`src/cow_pkg.sv`:
```
// constants, types and register map of the clock output and watchdog registers
package cow_pkg;

    localparam logic [7:0] COW_OFS_PERIPH = 8'h04;
    localparam logic [7:0] COW_OFS_MEMORY = 8'h05;
    localparam logic [7:0] COW_OFS_WDOG = 8'h06;

    localparam logic [7:0] COW_RST_PERIPH = 8'hcf;
    localparam logic [7:0] COW_RST_MEMORY = 8'h7f;
    localparam logic [7:0] COW_RST_WDOG = 8'h80;

    // peripheral_clock_ctrl fields
    localparam int COW_P_USB_DRV = 7;
    localparam int COW_P_SIO_DRV = 6;
    localparam int COW_P_RATIO_HI = 5;
    localparam int COW_P_RATIO_LO = 4;
    localparam int COW_P_REFA_EN = 3;
    localparam int COW_P_REFB_EN = 2;
    localparam int COW_P_REFA_DRV = 1;
    localparam int COW_P_REFB_DRV = 0;
    // memory_clock_ctrl fields
    localparam int COW_M_THRESH = 7;
    localparam int COW_M_FB_EN = 6;
    localparam int COW_M_PAIRS = 6;
    // watchdog_ctrl fields
    localparam int COW_W_PIN_ROLE = 7;
    localparam int COW_W_REVERT = 6;
    localparam int COW_W_TEST = 5;
    localparam int COW_W_ALARM = 4;
    localparam int COW_W_TMO_HI = 3;

    // ratio codes as twice the cpu/graphics ratio, zero = frequency select default
    localparam logic [2:0] COW_RATIO_X2_DEF = 3'h0;
    localparam logic [2:0] COW_RATIO_X2_2 = 3'h4;
    localparam logic [2:0] COW_RATIO_X2_25 = 3'h5;
    localparam logic [2:0] COW_RATIO_X2_3 = 3'h6;

    // buffer input thresholds in millivolts
    localparam logic [10:0] COW_THR_DDR_0 = 11'h47e;
    localparam logic [10:0] COW_THR_DDR_1 = 11'h41a;
    localparam logic [10:0] COW_THR_SDR_0 = 11'h546;
    localparam logic [10:0] COW_THR_SDR_1 = 11'h4e2;

    localparam int COW_CLK_PERIOD_NS = 8;
    localparam int COW_SECOND_NS = 1000000000;
    localparam int COW_SECOND_CYCLES = COW_SECOND_NS / COW_CLK_PERIOD_NS;
    localparam int COW_RST_PULSE_NS = 1000;
    localparam int COW_RST_PULSE_CYCLES =
        (COW_RST_PULSE_NS + COW_CLK_PERIOD_NS - 1) / COW_CLK_PERIOD_NS;
    localparam int COW_TICK_W = 27;

    typedef enum logic [1:0] {
        COW_WD_OFF = 2'b00,
        COW_WD_RUN = 2'b01,
        COW_WD_FIRE = 2'b11,
        COW_WD_HOLD = 2'b10
    } cow_wd_e;

endpackage

```
`src/cow_tick.sv`:
```
// one-second tick generator for the watchdog
`timescale 1ns/100ps
`default_nettype none
module cow_tick
    import cow_pkg::*;
#(
    parameter int unsigned CYCLES = COW_SECOND_CYCLES
) (
    input wire logic mclk_i,
    input wire logic reset_i,
    input wire logic clear_i,
    input wire logic run_i,
    output logic tick_o
);
    typedef struct packed {
        logic [COW_TICK_W-1:0] count;
    } cow_tick_s;

    localparam logic [COW_TICK_W-1:0] LAST = COW_TICK_W'(CYCLES - 1);

    cow_tick_s s;
    cow_tick_s next_s;

    assign tick_o = run_i && !clear_i && (s.count == LAST);

    always_comb begin
        next_s = s;
        if (clear_i || tick_o) begin
            next_s.count = '0;
        end else if (run_i) begin
            next_s.count = s.count + COW_TICK_W'(1);
        end
    end

    always_ff @(posedge mclk_i) begin
        if (reset_i) begin
            s <= '0;
        end else begin
            s <= next_s;
        end
    end
endmodule // cow_tick
`default_nettype wire

```
`src/cow_regs.sv`:
```
// clock output control, ratio select and watchdog registers
// Summary of operation
// RL1 - drive select bits: one gives normal drive, zero gives high drive
// RL2 - ratio field 00 default, 01 2/1, 10 2.5/1, 11 3/1
// RL3 - output enable one runs the clock, zero stops it low
// RL4 - second reference enable and drive act only in alternate processor mode
// RL5 - threshold bit: ddr 1.15V/1.05V, sdr 1.35V/1.25V
// RL6 - watchdog bit 7: one power-down input, zero reset output; resets to one
// RL7 - revert zero uses hardware straps after a watchdog reboot only
// RL8 - revert one reapplies the software setting before the last one
// RL9 - host always writes zero to the watchdog test bit
// RL10 - alarm flag set when the watchdog expires
// RL11 - alarm flag cleared when host clears the timeout field
// RL12 - four timeout bits select the period, all reset to zero
// RL13 - timeout zero is off, 1 to 15 gives that many seconds
// RL14 - software select input decides if software frequency settings count
// RL15 - count seconds while enabled; on expiry alarm and pulse reset pin
// RL16 - host writes to the alarm flag are ignored
`timescale 1ns/100ps
`default_nettype none
module cow_regs
    import cow_pkg::*;
#(
    parameter int unsigned SECOND_CYCLES = COW_SECOND_CYCLES
) (
    input wire logic mclk_i,
    input wire logic reset_i,
    input wire logic reg_wr_i,
    input wire logic reg_rd_i,
    input wire logic [7:0] reg_addr_i,
    input wire logic [7:0] reg_wdata_i,
    output logic [7:0] reg_rdata_o,
    input wire logic alternate_processor_mode_i,
    input wire logic ddr_mode_i,
    input wire logic sw_freq_sel_en_i,
    input wire logic [3:0] sw_freq_i,
    input wire logic [3:0] hw_freq_i,
    input wire logic power_down_in_n_i,
    output logic usb_clock_out_drive_normal_o,
    output logic superio_clock_out_drive_normal_o,
    output logic [2:0] ratio_x2_o,
    output logic reference_out_a_en_o,
    output logic reference_out_a_drive_normal_o,
    output logic reference_out_b_en_o,
    output logic reference_out_b_drive_normal_o,
    output logic feedback_clock_out_en_o,
    output logic [5:0] memory_clock_pair_en_o,
    output logic [10:0] buf_threshold_mv_o,
    output logic [3:0] freq_sel_o,
    output logic system_reset_out_n_o,
    output logic system_reset_out_oe_o,
    output logic power_down_o,
    output logic watchdog_alarm_flag_o
);
    typedef struct packed {
        logic [7:0] periph;
        logic [7:0] mem;
        logic pin_role;
        logic revert;
        logic watchdog_test_bit;
        logic alarm;
        logic [3:0] timeout;
        cow_wd_e wd;
        logic [3:0] secs;
        logic [7:0] rst_cnt;
        logic [3:0] cur_sw;
        logic [3:0] prev_sw;
        logic revert_active;
        logic [3:0] revert_freq;
        logic [3:0] freq;
        logic [7:0] rdata;
        logic refb_en;
        logic refb_drv;
        logic [2:0] ratio_x2;
        logic [10:0] thresh;
    } cow_state_s;

    localparam logic [7:0] PULSE = 8'(COW_RST_PULSE_CYCLES);

    cow_state_s s;
    cow_state_s next_s;
    logic tick;
    logic wr_wd;
    logic fire;

    assign wr_wd = reg_wr_i && (reg_addr_i == COW_OFS_WDOG);
    // any write to the watchdog byte restarts the second count
    assign fire = (s.wd == COW_WD_RUN) && !wr_wd && tick && (s.secs + 4'h1 == s.timeout);

    cow_tick #(
        .CYCLES(SECOND_CYCLES)
    ) u_tick (
        .mclk_i(mclk_i),
        .reset_i(reset_i),
        .clear_i(wr_wd || (s.wd != COW_WD_RUN)),
        .run_i(s.wd == COW_WD_RUN),
        .tick_o(tick)
    );

    always_comb begin
        next_s = s;
        if (reg_wr_i && reg_addr_i == COW_OFS_PERIPH) begin
            next_s.periph = reg_wdata_i;
        end
        if (reg_wr_i && reg_addr_i == COW_OFS_MEMORY) begin
            next_s.mem = reg_wdata_i;
        end
        if (wr_wd) begin
            next_s.pin_role = reg_wdata_i[COW_W_PIN_ROLE];
            next_s.revert = reg_wdata_i[COW_W_REVERT];
            next_s.watchdog_test_bit = reg_wdata_i[COW_W_TEST]; // stored only [RL9]
            next_s.timeout = reg_wdata_i[COW_W_TMO_HI:0]; // [RL12]
            // the written alarm bit is dropped [RL16]
            if (reg_wdata_i[COW_W_TMO_HI:0] == 4'h0) begin
                next_s.alarm = 1'b0; // [RL11]
            end
        end
        // software setting history; only counts while software select is on [RL14]
        if (sw_freq_sel_en_i && sw_freq_i != s.cur_sw) begin
            next_s.prev_sw = s.cur_sw;
            next_s.cur_sw = sw_freq_i;
            next_s.revert_active = 1'b0;
        end
        case (s.wd)
            COW_WD_OFF: begin
                if (next_s.timeout != 4'h0 && !next_s.alarm) begin
                    next_s.wd = COW_WD_RUN; // [RL13]
                    next_s.secs = 4'h0;
                end
            end
            COW_WD_RUN: begin
                if (next_s.timeout == 4'h0) begin
                    next_s.wd = COW_WD_OFF; // [RL13]
                end else if (wr_wd) begin
                    next_s.secs = 4'h0;
                end else if (fire) begin
                    next_s.wd = COW_WD_FIRE; // [RL15]
                    next_s.alarm = 1'b1; // expiry needs a cycle with no watchdog write, so no clear competes [RL10]
                    next_s.rst_cnt = PULSE;
                    next_s.revert_active = 1'b1;
                    next_s.revert_freq = s.revert ? s.prev_sw : hw_freq_i; // [RL7] [RL8]
                end else if (tick) begin
                    next_s.secs = s.secs + 4'h1; // [RL15]
                end
            end
            COW_WD_FIRE: begin
                next_s.rst_cnt = s.rst_cnt - 8'h01;
                if (s.rst_cnt == 8'h01) begin
                    next_s.wd = COW_WD_HOLD;
                end
            end
            COW_WD_HOLD: begin
                if (!next_s.alarm) begin
                    next_s.wd = COW_WD_OFF;
                end
            end
            default: begin
                next_s.wd = COW_WD_OFF;
            end
        endcase
        // limitation: after a revert the override holds until software changes setting
        if (next_s.revert_active) begin
            next_s.freq = next_s.revert_freq; // [RL7] [RL8]
        end else begin
            next_s.freq = sw_freq_sel_en_i ? sw_freq_i : hw_freq_i; // [RL14]
        end
        // second reference is only steerable in the alternate processor mode [RL4]
        next_s.refb_en = alternate_processor_mode_i ? next_s.periph[COW_P_REFB_EN] : 1'b1;
        next_s.refb_drv = alternate_processor_mode_i ? next_s.periph[COW_P_REFB_DRV] : 1'b1;
        case (next_s.periph[COW_P_RATIO_HI:COW_P_RATIO_LO])
            2'b01: next_s.ratio_x2 = COW_RATIO_X2_2; // [RL2]
            2'b10: next_s.ratio_x2 = COW_RATIO_X2_25;
            2'b11: next_s.ratio_x2 = COW_RATIO_X2_3;
            default: next_s.ratio_x2 = COW_RATIO_X2_DEF;
        endcase
        if (ddr_mode_i) begin
            next_s.thresh = next_s.mem[COW_M_THRESH] ? COW_THR_DDR_1 : COW_THR_DDR_0; // [RL5]
        end else begin
            next_s.thresh = next_s.mem[COW_M_THRESH] ? COW_THR_SDR_1 : COW_THR_SDR_0; // [RL5]
        end
        if (reg_rd_i) begin
            case (reg_addr_i)
                COW_OFS_PERIPH: next_s.rdata = s.periph;
                COW_OFS_MEMORY: next_s.rdata = s.mem;
                COW_OFS_WDOG: next_s.rdata = {s.pin_role, s.revert, s.watchdog_test_bit,
                                              s.alarm, s.timeout};
                default: next_s.rdata = 8'h00;
            endcase
        end
    end

    always_ff @(posedge mclk_i) begin
        if (reset_i) begin
            s <= '0;
            s.periph <= COW_RST_PERIPH;
            s.mem <= COW_RST_MEMORY;
            s.pin_role <= COW_RST_WDOG[COW_W_PIN_ROLE]; // [RL6]
            s.wd <= COW_WD_OFF;
            s.refb_en <= 1'b1;
            s.refb_drv <= 1'b1;
            s.thresh <= COW_THR_SDR_0;
        end else begin
            s <= next_s;
        end
    end

    assign reg_rdata_o = s.rdata;
    assign usb_clock_out_drive_normal_o = s.periph[COW_P_USB_DRV]; // [RL1]
    assign superio_clock_out_drive_normal_o = s.periph[COW_P_SIO_DRV]; // [RL1]
    assign reference_out_a_drive_normal_o = s.periph[COW_P_REFA_DRV]; // [RL1]
    assign reference_out_b_drive_normal_o = s.refb_drv;
    assign reference_out_a_en_o = s.periph[COW_P_REFA_EN]; // [RL3]
    assign reference_out_b_en_o = s.refb_en;
    assign feedback_clock_out_en_o = s.mem[COW_M_FB_EN]; // [RL3]
    assign memory_clock_pair_en_o = s.mem[COW_M_PAIRS-1:0]; // [RL3]
    assign ratio_x2_o = s.ratio_x2;
    assign buf_threshold_mv_o = s.thresh;
    assign freq_sel_o = s.freq;
    assign watchdog_alarm_flag_o = s.alarm;
    // shared pin: driven only in the reset-output role [RL6]
    assign system_reset_out_oe_o = !s.pin_role;
    assign system_reset_out_n_o = !(s.wd == COW_WD_FIRE && !s.pin_role); // [RL15]
    assign power_down_o = s.pin_role && !power_down_in_n_i;
endmodule // cow_regs
`default_nettype wire

```
`config.mk`:
```
export PLATFORM = sky130hd
export DESIGN_NAME = cow_regs
export DESIGN_NICKNAME = d
export VERILOG_FILES = /design/src/cow_pkg.sv /design/src/cow_tick.sv /design/src/cow_regs.sv
export SDC_FILE = /design/constraint.sdc
export NUM_CORES = 1
export LEC_CHECK = 0
export BUFFER_PORTS_ARGS = -buffer_cell sky130_fd_sc_hd__buf_2
export CORE_UTILIZATION = 59
export CTS_BUF_LIST = sky130_fd_sc_hd__clkbuf_4 sky130_fd_sc_hd__clkbuf_8
export DETAILED_ROUTE_END_ITERATION = 8
export GPL_ROUTABILITY_DRIVEN = 1
export PLACE_DENSITY = 0.85
export SYNTH_ARGS = -nofsm -noshare
export SYNTH_HDL_FRONTEND = slang
export SYNTH_SLANG_ARGS = --single-unit
```
`constraint.sdc`:
```
create_clock -name mclk_i -period 3 [get_ports mclk_i]
set_input_delay 0.6 -clock mclk_i [delete_from_list [all_inputs] [get_ports mclk_i]]
set_output_delay 0.6 -clock mclk_i [all_outputs]
set_load 0.02 [all_outputs]
```
Yosys cells after proc, flatten, opt, wreduce, memory -nomap -nowiden
Index checks and enable logic that the tools add are counted.
{"block": "totals", "reg_bits": 106, "input_bits": 32, "output_inout_bits": 43, "elab_cells": 118}
{"block": "classes", "add_sub_neg": 3, "n_eq_ne": 24, "n_mux": 36, "n_bitwise": 1, "n_reduce_logical": 31}
{"cell": "adder 27 x 1 -> 27 bit (second input constant)", "count": 1}
{"cell": "equality test 27 bit (second input constant)", "count": 1}
{"cell": "two-way mux 5 bit", "count": 5}
{"cell": "equality test 8 x 3 -> 1 bit (second input constant)", "count": 3}
{"cell": "two-way mux 4 bit", "count": 6}
{"cell": "two-way mux 8 bit", "count": 3}
{"cell": "one-hot mux 8 bit (3 select lines)", "count": 1}
{"cell": "two-way mux 9 bit", "count": 2}
{"cell": "one-hot mux 8 bit (2 select lines)", "count": 1}
{"cell": "logical AND 1 bit", "count": 12}
{"cell": "two-way mux 12 bit", "count": 1}
{"cell": "two-way mux 6 bit", "count": 2}
{"cell": "!= test 2 bit (second input constant)", "count": 6}
{"cell": "!= test 3 bit (second input constant)", "count": 4}
{"cell": "two-way mux 2 bit", "count": 5}
{"cell": "AND reduction 5 bit", "count": 2}
{"cell": "one-hot mux 3 bit (3 select lines)", "count": 1}
{"cell": "equality test 2 bit (second input constant)", "count": 4}
{"cell": "equality test 8 x 1 -> 1 bit (second input constant)", "count": 1}
{"cell": "logical NOT 4 bit", "count": 2}
{"cell": "one-hot mux 2 bit (4 select lines)", "count": 1}
{"cell": "one-hot mux 4 bit (2 select lines)", "count": 1}
{"cell": "subtractor 8 x 1 -> 8 bit (second input constant)", "count": 1}
{"cell": "two-way mux 7 bit", "count": 1}
{"cell": "14 further kinds", "count": 28}

Longest topological paths before layout
Gate-level depths: netlist (run 1).
{"block": "depth", "ltp_word": 13, "depth_mapped": 9}

Cells and area by module
Synthesis (run 1) repeated with hierarchy kept, for this count alone.
{"block": "hier_totals", "cells_unflattened": 574, "area_unflattened_um2": 5074.9}
{"module": "cow_regs", "n_inst": 1, "cells_per_inst": 417, "area_each_um2": 3673.5, "seq_area_each_um2": 1481.4}
{"module": "cow_tick", "n_inst": 1, "cells_per_inst": 157, "area_each_um2": 1401.3, "seq_area_each_um2": 540.5}

Least setup slack after synthesis (run 1)
No wires, ideal clock.
{"block": "synth_path", "kind": "register to register", "start": "register u_tick.s[10] (netlist bit)", "end": "register s[52] (netlist bit)", "t_arrival_ns": 2.418, "required_time_ns": 2.930, "slack_ns": 0.511, "path_stages_with_launch": 7, "path_buffers": 0, "period_less_slack_ns": 2.489, "path_cell_list": "dfxtp_1 -> or4b_1 -> or4_4 -> nor4_4 -> nand3_2 -> or4_1 -> a21oi_1"}
{"block": "synth_via", "elab_chain_cells": 6}
{"item": "from (decl)", "line_no": "cow_tick.sv:21", "source": "cow_tick_s s;"}
{"item": "from (signal assigned)", "line_no": "cow_tick.sv:39", "source": "s <= next_s;"}
{"item": "equality test 27 bit *", "line_no": "cow_tick.sv:24", "source": "assign tick_o = run_i && !clear_i && (s.count == LAST);"}
{"item": "logical AND 1 bit *", "line_no": "cow_tick.sv:24"}
{"item": "logical AND 1 bit (2 in series)", "line_no": "cow_regs.sv:88", "source": "assign fire = (s.wd == COW_WD_RUN) && !wr_wd && tick && (s.secs + 4'h1 == s.timeout);"}
{"item": "!= test 3 bit (no source line)"}
{"item": "AND reduction 5 bit (no source line) *"}
{"item": "to (signal assigned)", "line_no": "cow_regs.sv:203", "source": "s <= next_s;"}
{"item": "to (decl)", "line_no": "cow_regs.sv:80", "source": "cow_state_s s;"}
Mark *: on every way between the ends. The rest lies on a longest branch, timed or not.
A chain may end at the register's enable or synchronous reset.

Final worst setup path (run 1)
{"block": "layout_path", "start": "register u_tick.s[10] (netlist bit)", "end": "register s[28] (netlist bit)"}
{"block": "layout_via", "elab_chain_cells": 8}
{"item": "equality test 27 bit", "line_no": "cow_tick.sv:24"}
{"item": "logical AND 1 bit", "line_no": "cow_tick.sv:24"}
{"item": "logical AND 1 bit (2 in series)", "line_no": "cow_regs.sv:88"}
{"item": "two-way mux 5 bit", "line_no": "cow_regs.sv:136", "source": "end else if (fire) begin"}
{"item": "two-way mux 5 bit", "line_no": "cow_regs.sv:134", "source": "end else if (wr_wd) begin"}
{"item": "two-way mux 5 bit", "line_no": "cow_regs.sv:132", "source": "if (next_s.timeout == 4'h0) begin"}
{"item": "two-way mux 5 bit", "line_no": "cow_regs.sv:124", "source": "case (s.wd)"}
No other way between the ends.

==> impl_metrics.csv, run 1 <==
group,metric,value,unit
worst_setup_path,crit_chain,"or4b_1 -> or4_4 -> nor4_4 -> nand3b_2 -> a211oi_1 -> nor3_1",
clocking,clkSinkCount,101,
placed_design,dp.cells,678,
sta,final.period_utilization,0.9258,
clocking,clk_latency,0.37,ns
floorplanning,initial_core_util,0.6160,
placed_design,portBuffers,70,
worst_setup_path,cp_max_fo,12,
route,antenna_left,0,
clocking,path_clk_slew,0.11,ns
cells_and_area,area_growth,8.682,%
synth,synthFlopType,"dfxtp_1",
worst_setup_path,slowest_stage,"or4_4",
floorplanning,die_h,92.05,µm
cells_and_area,drive_gt1_frac,0.1858,
clocking,cts.path.max_buffers,2,
sta,setup-tns-final,0,ns
worst_setup_path,cp-start-kind,"flop",
sta,hold_viol_final,0,
cells_and_area,n_antenna_cell,0,
synth,synthDistinctLibCells,51,
global_routing,overflow,0,
global_routing,antenna_found_initial,0,
route,vias,3863,
sta,slew_headroom,0.5136,
synth,synth_warnings,0,
sta,whs,0.4257,ns
clocking,post_cts_buffers,0,
route,drc,0,
placed_design,pre_cts_slack,0.2269,ns
sta,rsz0062_at_grt,"no",
global_routing,grt_util_all_layers,0.2351,
cells_and_area,layout_common_cells,"dfxtp_1 (101), nor2_1 (70), buf_2 (70)",
global_routing,grt_pass1_wl,16.04,mm
worst_setup_path,required,3.23,ns
clocking,holdBufCountCts,0,
global_routing,grt_pass1_vias,3447,
floorplanning,core.rowCount,32,
synth,yosysSeqAreaShare,0.4226,
sta,fmax,360.1,MHz
route,drtPass1Iterations,5,
floorplanning,coreArea,7767,µm²
sta,worst_slack,0.2226,ns
sta,setup_viol,0,
power_and_ir_drop,power_density,464.1,nW/µm²
clocking,numCtsBuffers,9,
route,post_drt_wl_per_cell,14.04,µm
sta,tightest_slew,0.7241,ns
cells_and_area,final_common_cell,"dfxtp_1",
sta,min_period,2.777,ns
synth,synth-seq-cells,101,
worst_setup_path,path_delay_family,"simple AND/OR/NAND/NOR gates",
floorplanning,die_w,92.05,µm
route,wl,9.747,mm
cells_and_area,final_nets,625,
clocking,cts_resized,0,
worst_setup_path,critPathMaxStageDelay,0.59,ns
synth,synth_edf_count,0,
sta,slew_viol_final,0,
clocking,cts_tree,"built",
run,drv_cap,0,
route,viasPerCell,5.566,
synth,synthArstFlopShare,0,
clocking,htreeDepth,3,
synth,syn_inst,554,
placed_design,place.gp.congestion,0.8503,
clocking,clock-root-buffer,"clkbuf_8",
synth,netlist_area,4785,µm²
power_and_ir_drop,leakagePower,0.002154,µW
hold_path,hold_path.class,"in -> reg",
outcome,run_status,"finished clean",
cells_and_area,n_fill_cell,611,
synth,syn_area_per_cell,8.636,µm²
floorplanning,die_area,8473,µm²
cells_and_area,fin_cells,694,
worst_setup_path,path_class,"reg -> reg",
worst_setup_path,crit_arrival,3.01,ns
placed_design,place_hpwl,6.928,mm
sta,skew,0.01005,ns
floorplanning,ios,75,
power_and_ir_drop,vdd_ir_drop_max,0.2499,mV
route,first_iter_violations,211,
worst_setup_path,end_kind,"flop",
global_routing,grt_max_degree,72,
worst_setup_path,path_buf_inv,0,
## Yosys cell counts, drive strengths merged (2+ instances only)
library cell	number	area, µm²
nor3	15	75.07
and3	11	68.82
nand4b	2	17.52
and2	4	25.02
nand2b	5	31.28
a211o	8	70.07
or3b	2	17.52
mux2	2	22.52
or2	3	18.77
and4	2	20.02
nand2	47	176.4
clkbuf	17	63.81
or4	7	56.30
nand4	7	43.79
or3	6	38.79
a211oi	4	30.03
dfxtp	101	2022
o21ai	15	75.07
o211ai	3	22.52
a21oi	30	150.1
mux2i	25	250.2
xnor2	20	175.2
a31oi	5	31.28
nand3	12	65.06
inv	21	78.83
ha	6	75.07
a21o	2	15.01
or4b	2	20.02
nor2	70	262.8
nand3b	8	63.81
nor2b	14	87.58
buf	40	275.3
conb	2	7.510
xor2	21	183.9
nor4	6	67.56
## area by class of cell
| type | count | area, µm² | area share |
|---|---|---|---|
| multi-input combinational | 377 | 2352 | 0.4524 |
| sequential | 101 | 2022 | 0.3888 |
| timing repair buffer | 77 | 402.9 | 0.07748 |
| clock buffer | 10 | 137.6 | 0.02647 |
| tap | 102 | 127.6 | 0.02454 |
| clock inverter | 6 | 78.83 | 0.01516 |
| inverter | 21 | 78.83 | 0.01516 |
## sequential cells by signal, summed over array words and instances, names as in the netlist, 3 cells and up
name and flops:
ratio_x2_o 3, u_tick.s 27, memory_clock_pair_en_o 6, freq_sel_o 4, s 39, reg_rdata_o 8, buf_threshold_mv_o 6
## layer usage
layer | track usage | wire (µm) | up-vias
li1 | - | - | 1913
met4 | 0.07422 | 112 | 0
met5 | 0 | 0 | -
met2 | 0.3868 | 4694 | 140
met3 | 0.04643 | 547 | 13
met1 | 0.3100 | 4393 | 1797
## power breakdown
group	switching (µW)	total, µW	internal [µW]
Clock	497	923	426
Combinational	82.8	132	49.3
Sequential	5.98	1360	1350
Total	586	2410	1830
## worst paths after layout
kind / slack, ns / end / start / cells past startpoint
worst max register to register: 0.22 / s[28]$_SDFF_PP0_ / u_tick.s[10]$_SDFFE_PP0N_ / 6
worst min-delay path: 0.43 / buf_threshold_mv_o[6]$_SDFF_PP1_ / ddr_mode_i / 2
worst min register to register: 0.46 / s[30]$_SDFF_PP0_ / s[30]$_SDFF_PP0_ / 2
worst max-delay path: 0.22 / s[28]$_SDFF_PP0_ / u_tick.s[10]$_SDFFE_PP0N_ / 6
## cell families (layout without fill, tap and decap cells)
family / Yosys count / count (layout) / synth area share
muxes: 27 / 27 / 0.05701
DFF: 101 / 101 / 0.4226
buffers and inverters: 78 / 114 / 0.08734
xor gates and xnor gates: 41 / 41 / 0.07505
adders and majority gates: 6 / 6 / 0.01569
other: 2 / 4 / 0.001570
AOI/OAI and AO/OA: 71 / 71 / 0.08917
and+or+nand+nor: 228 / 228 / 0.2516
## per-stage QoR
step | total power [µW] | instance area (µm²) | util
2_1_floorplan | 1482 | 4792 | -
3_3_place_gp | 1517 | 4984 | 0.6416
3_5_place_dp | 1520 | 4984 | 0.6416
4_1_cts | 2420 | 5200 | 0.6695
5_1_grt | 2491 | 5200 | 0.6695
6_report | 2413 | 5200 | 0.6695
## worst register-to-register path: cells and delay by family, from the launching register on
family	cells	cell delay [ns]
AO/OA/AOI/OAI	1	0.38
flip-flops	1	0.36
AND/OR/NAND/NOR	5	1.90
Note: power is estimated with default switching activity, not from simulation.
==> inputs of run 2 (changes only) <==
Settings changed: CELL_PAD_IN_SITES_DETAIL_PLACEMENT set to 2, CELL_PAD_IN_SITES_GLOBAL_PLACEMENT set to 2, CORE_UTILIZATION 59 to 35, PLACE_DENSITY 0.85 to 0.83.
==> run 2 against run 1 <==
Net effect:
- hold slack worse by 0.024 ns
- wire length increased by 38%
- maximum frequency decreased by 1.8%
- utilization fell by 27 points
- setup slack worse by 0.052 ns
- via count is 1.6% higher
- register-to-register slack lost 0.05 ns
- die area is 67% higher
- power is 1.8% lower
- non-clock buffer count rose by 3
- critical path type unchanged
- final cell count is 11% higher
==> impl_metrics.csv, run 2 (synthesized netlist as in run 1, its figures left out) <==
group,metric,value,unit
cells_and_area,drive_gt1_frac,0.1916,
outcome,run_status,"finished clean",
clocking,numCtsBuffers,9,
global_routing,grt_pass1_wl,21.32,mm
hold_path,hold_path.class,"in -> reg",
run,drv_cap,0,
floorplanning,die_area,14140,µm²
global_routing,grt_max_degree,72,
route,antenna_left,0,
route,first_iter_violations,99,
cells_and_area,layout_common_cells,"dfxtp_1 (101), nor2_1 (70), buf_2 (70)",
sta,setup-tns-final,0,ns
power_and_ir_drop,power_density,446.2,nW/µm²
cells_and_area,area_growth,11.04,%
power_and_ir_drop,vdd_ir_drop_max,0.1797,mV
clocking,htreeDepth,3,
worst_setup_path,r2r-start,"u_tick.s[10]$_SDFFE_PP0N_",
power_and_ir_drop,leakagePower,0.002182,µW
cells_and_area,final_common_cell,"dfxtp_1",
clocking,holdBufCountCts,0,
clocking,cts_tree,"built",
sta,tightest_slew,0.7681,ns
worst_setup_path,cp-startpoint,"u_tick.s[10]$_SDFFE_PP0N_",
sta,slew_headroom,0.4879,
route,wl,13.48,mm
placed_design,portBuffers,70,
global_routing,antenna_found_initial,0,
floorplanning,die_h,118.9,µm
worst_setup_path,r2r_slack,0.17,ns
floorplanning,core.rowCount,42,
power_and_ir_drop,switchingPower,645.1,µW
power_and_ir_drop,power.internal,1726,µW
worst_setup_path,crit_path_end,"s[29]$_SDFF_PP0_",
placed_design,place.gp.congestion,0.7776,
route,viasPerCell,5.088,
sta,final.period_utilization,0.9430,
floorplanning,die_w,118.9,µm
sta,slew_viol_final,0,
worst_setup_path,end_kind,"flop",
cells_and_area,regMostFlops,"s",
placed_design,place_hpwl,9.934,mm
global_routing,grt_pass1_vias,4159,
worst_setup_path,path_class,"reg -> reg",
power_and_ir_drop,finalPower,2371,µW
clocking,clkSinkCount,101,
worst_setup_path,required,3.32,ns
worst_setup_path,cp_max_fo,11,
floorplanning,coreArea,13300,µm²
route,drc,0,
cells_and_area,n_antenna_cell,0,
cells_and_area,final_nets,628,
clocking,path_clk_slew,0.11,ns
worst_setup_path,crit_arrival,3.14,ns
power_and_ir_drop,comb_power_share,0.059,
power_and_ir_drop,pwr-share-seq,0.573,
sta,rsz0062_at_grt,"no",
floorplanning,initial_core_util,0.3599,
route,drtPass1Iterations,4,
clocking,clock-root-buffer,"clkbuf_8",
clocking,clk_latency,0.40,ns
clocking,cts.path.max_buffers,2,
sta,setup_viol,0,
sta,hold_viol_final,0,
cells_and_area,n_fill_cell,1507,
power_and_ir_drop,p_clk_frac,0.368,
worst_setup_path,cp-start-kind,"flop",
power_and_ir_drop,swShare,0.2721,
sta,fmax,353.5,MHz
worst_setup_path,r2r-end,"s[29]$_SDFF_PP0_",
route,vias,3923,
floorplanning,ios,75,
global_routing,overflow,0,
cells_and_area,largest_reg_flops,39,
route,post_drt_wl_per_cell,17.48,µm
sta,min_period,2.829,ns
sta,skew,0.01103,ns
worst_setup_path,worst_r2r_path_depth,7,
global_routing,grt_util_all_layers,0.1933,
run 2: cell count changes in the layout (fill, tap and decap cells not counted):
| cell | change |
|---|---|
| a211oi_1 | -1 |
| a211oi_2 | +1 |
| buf_12 | +1 |
| buf_4 | +2 |
| bufinv_16 | -1 |
| clkbuf_8 | -1 |
| inv_6 | +3 |
| inv_8 | -1 |
| nand3b_2 | -1 |
| nand3b_4 | +1 |
run 2: worst min path at each step:
stage                                start                                to  slack (ns)  depth (start not counted)
after floorplan           s[30]$_SDFF_PP0_                  s[30]$_SDFF_PP0_        0.43                          2
after global placement    s[30]$_SDFF_PP0_                  s[30]$_SDFF_PP0_        0.45                          2
after detailed placement  s[30]$_SDFF_PP0_                  s[30]$_SDFF_PP0_        0.46                          2
after CTS                       ddr_mode_i  buf_threshold_mv_o[7]$_SDFF_PP0_        0.39                          2
after global routing            ddr_mode_i  buf_threshold_mv_o[6]$_SDFF_PP1_        0.41                          2
final                           ddr_mode_i  buf_threshold_mv_o[6]$_SDFF_PP1_        0.40                          2
run 2: stage by stage:
| step | cell area [µm²] | setup slack [ns] | hold WS (ns) | util | cells |
|---|---|---|---|---|---|
| floorplan | 4792 | 0.5114 | 0.4321 | - | 556 |
| global placement | 5111 | 0.3130 | 0.4532 | 0.3844 | 755 |
| detailed placement | 5111 | 0.1394 | 0.4590 | 0.3844 | 755 |
| CTS | 5299 | 0.08870 | 0.3906 | 0.3986 | 771 |
| global route | 5313 | 0.05025 | 0.4126 | 0.3996 | 771 |
| finish | 5313 | 0.1710 | 0.4012 | 0.3996 | 771 |
run 2: repair_timing:
| action | in CTS | in global routing |
|---|---|---|
| endpoints found under the setup margin | 0 | 3 |
| buffers inserted | 0 | 0 |
| resized for setup | 0 | 2 |
run 2: metal layers:
metal | wire (µm) | global-route usage | up-vias
li1 | - | - | 1906
met3 | 374 | 0.03065 | 22
met1 | 5991 | 0.2248 | 1934
met2 | 6812 | 0.3476 | 61
met4 | 299 | 0.08623 | 0
met5 | 0 | 0 | -
run 2: worst max-delay path, stage by stage (launching register included):
cell and delay (ns):
dfxtp_1 0.36, or4b_1 0.54, or4_4 0.60, nor4_4 0.48, nand3b_4 0.23, buf_4 0.23, nor2b_1 0.16, nor3_1 0.14
run 2: cell type report:
class / instances / area, µm² / area share
Clock inverter: 7 / 63.81 / 0.01201
Timing Repair Buffer: 80 / 437.9 / 0.08243
Tap cell: 176 / 220.2 / 0.04145
Sequential cell: 101 / 2022 / 0.3806
Inverter: 21 / 78.83 / 0.01484
Multi-Input combinational cell: 377 / 2366 / 0.4454
Clock buffer: 9 / 123.9 / 0.02332
run 2: power by group through the flow:
stage | Combinational [µW] | Clock (µW) | Sequential, µW
finish | 140 | 871 | 1360
global route | 153 | 938 | 1360
CTS | 142 | 896 | 1360
detailed placement | 140 | 0 | 1390
global placement | 135 | 0 | 1390
floorplan | 94.2 | 0 | 1390
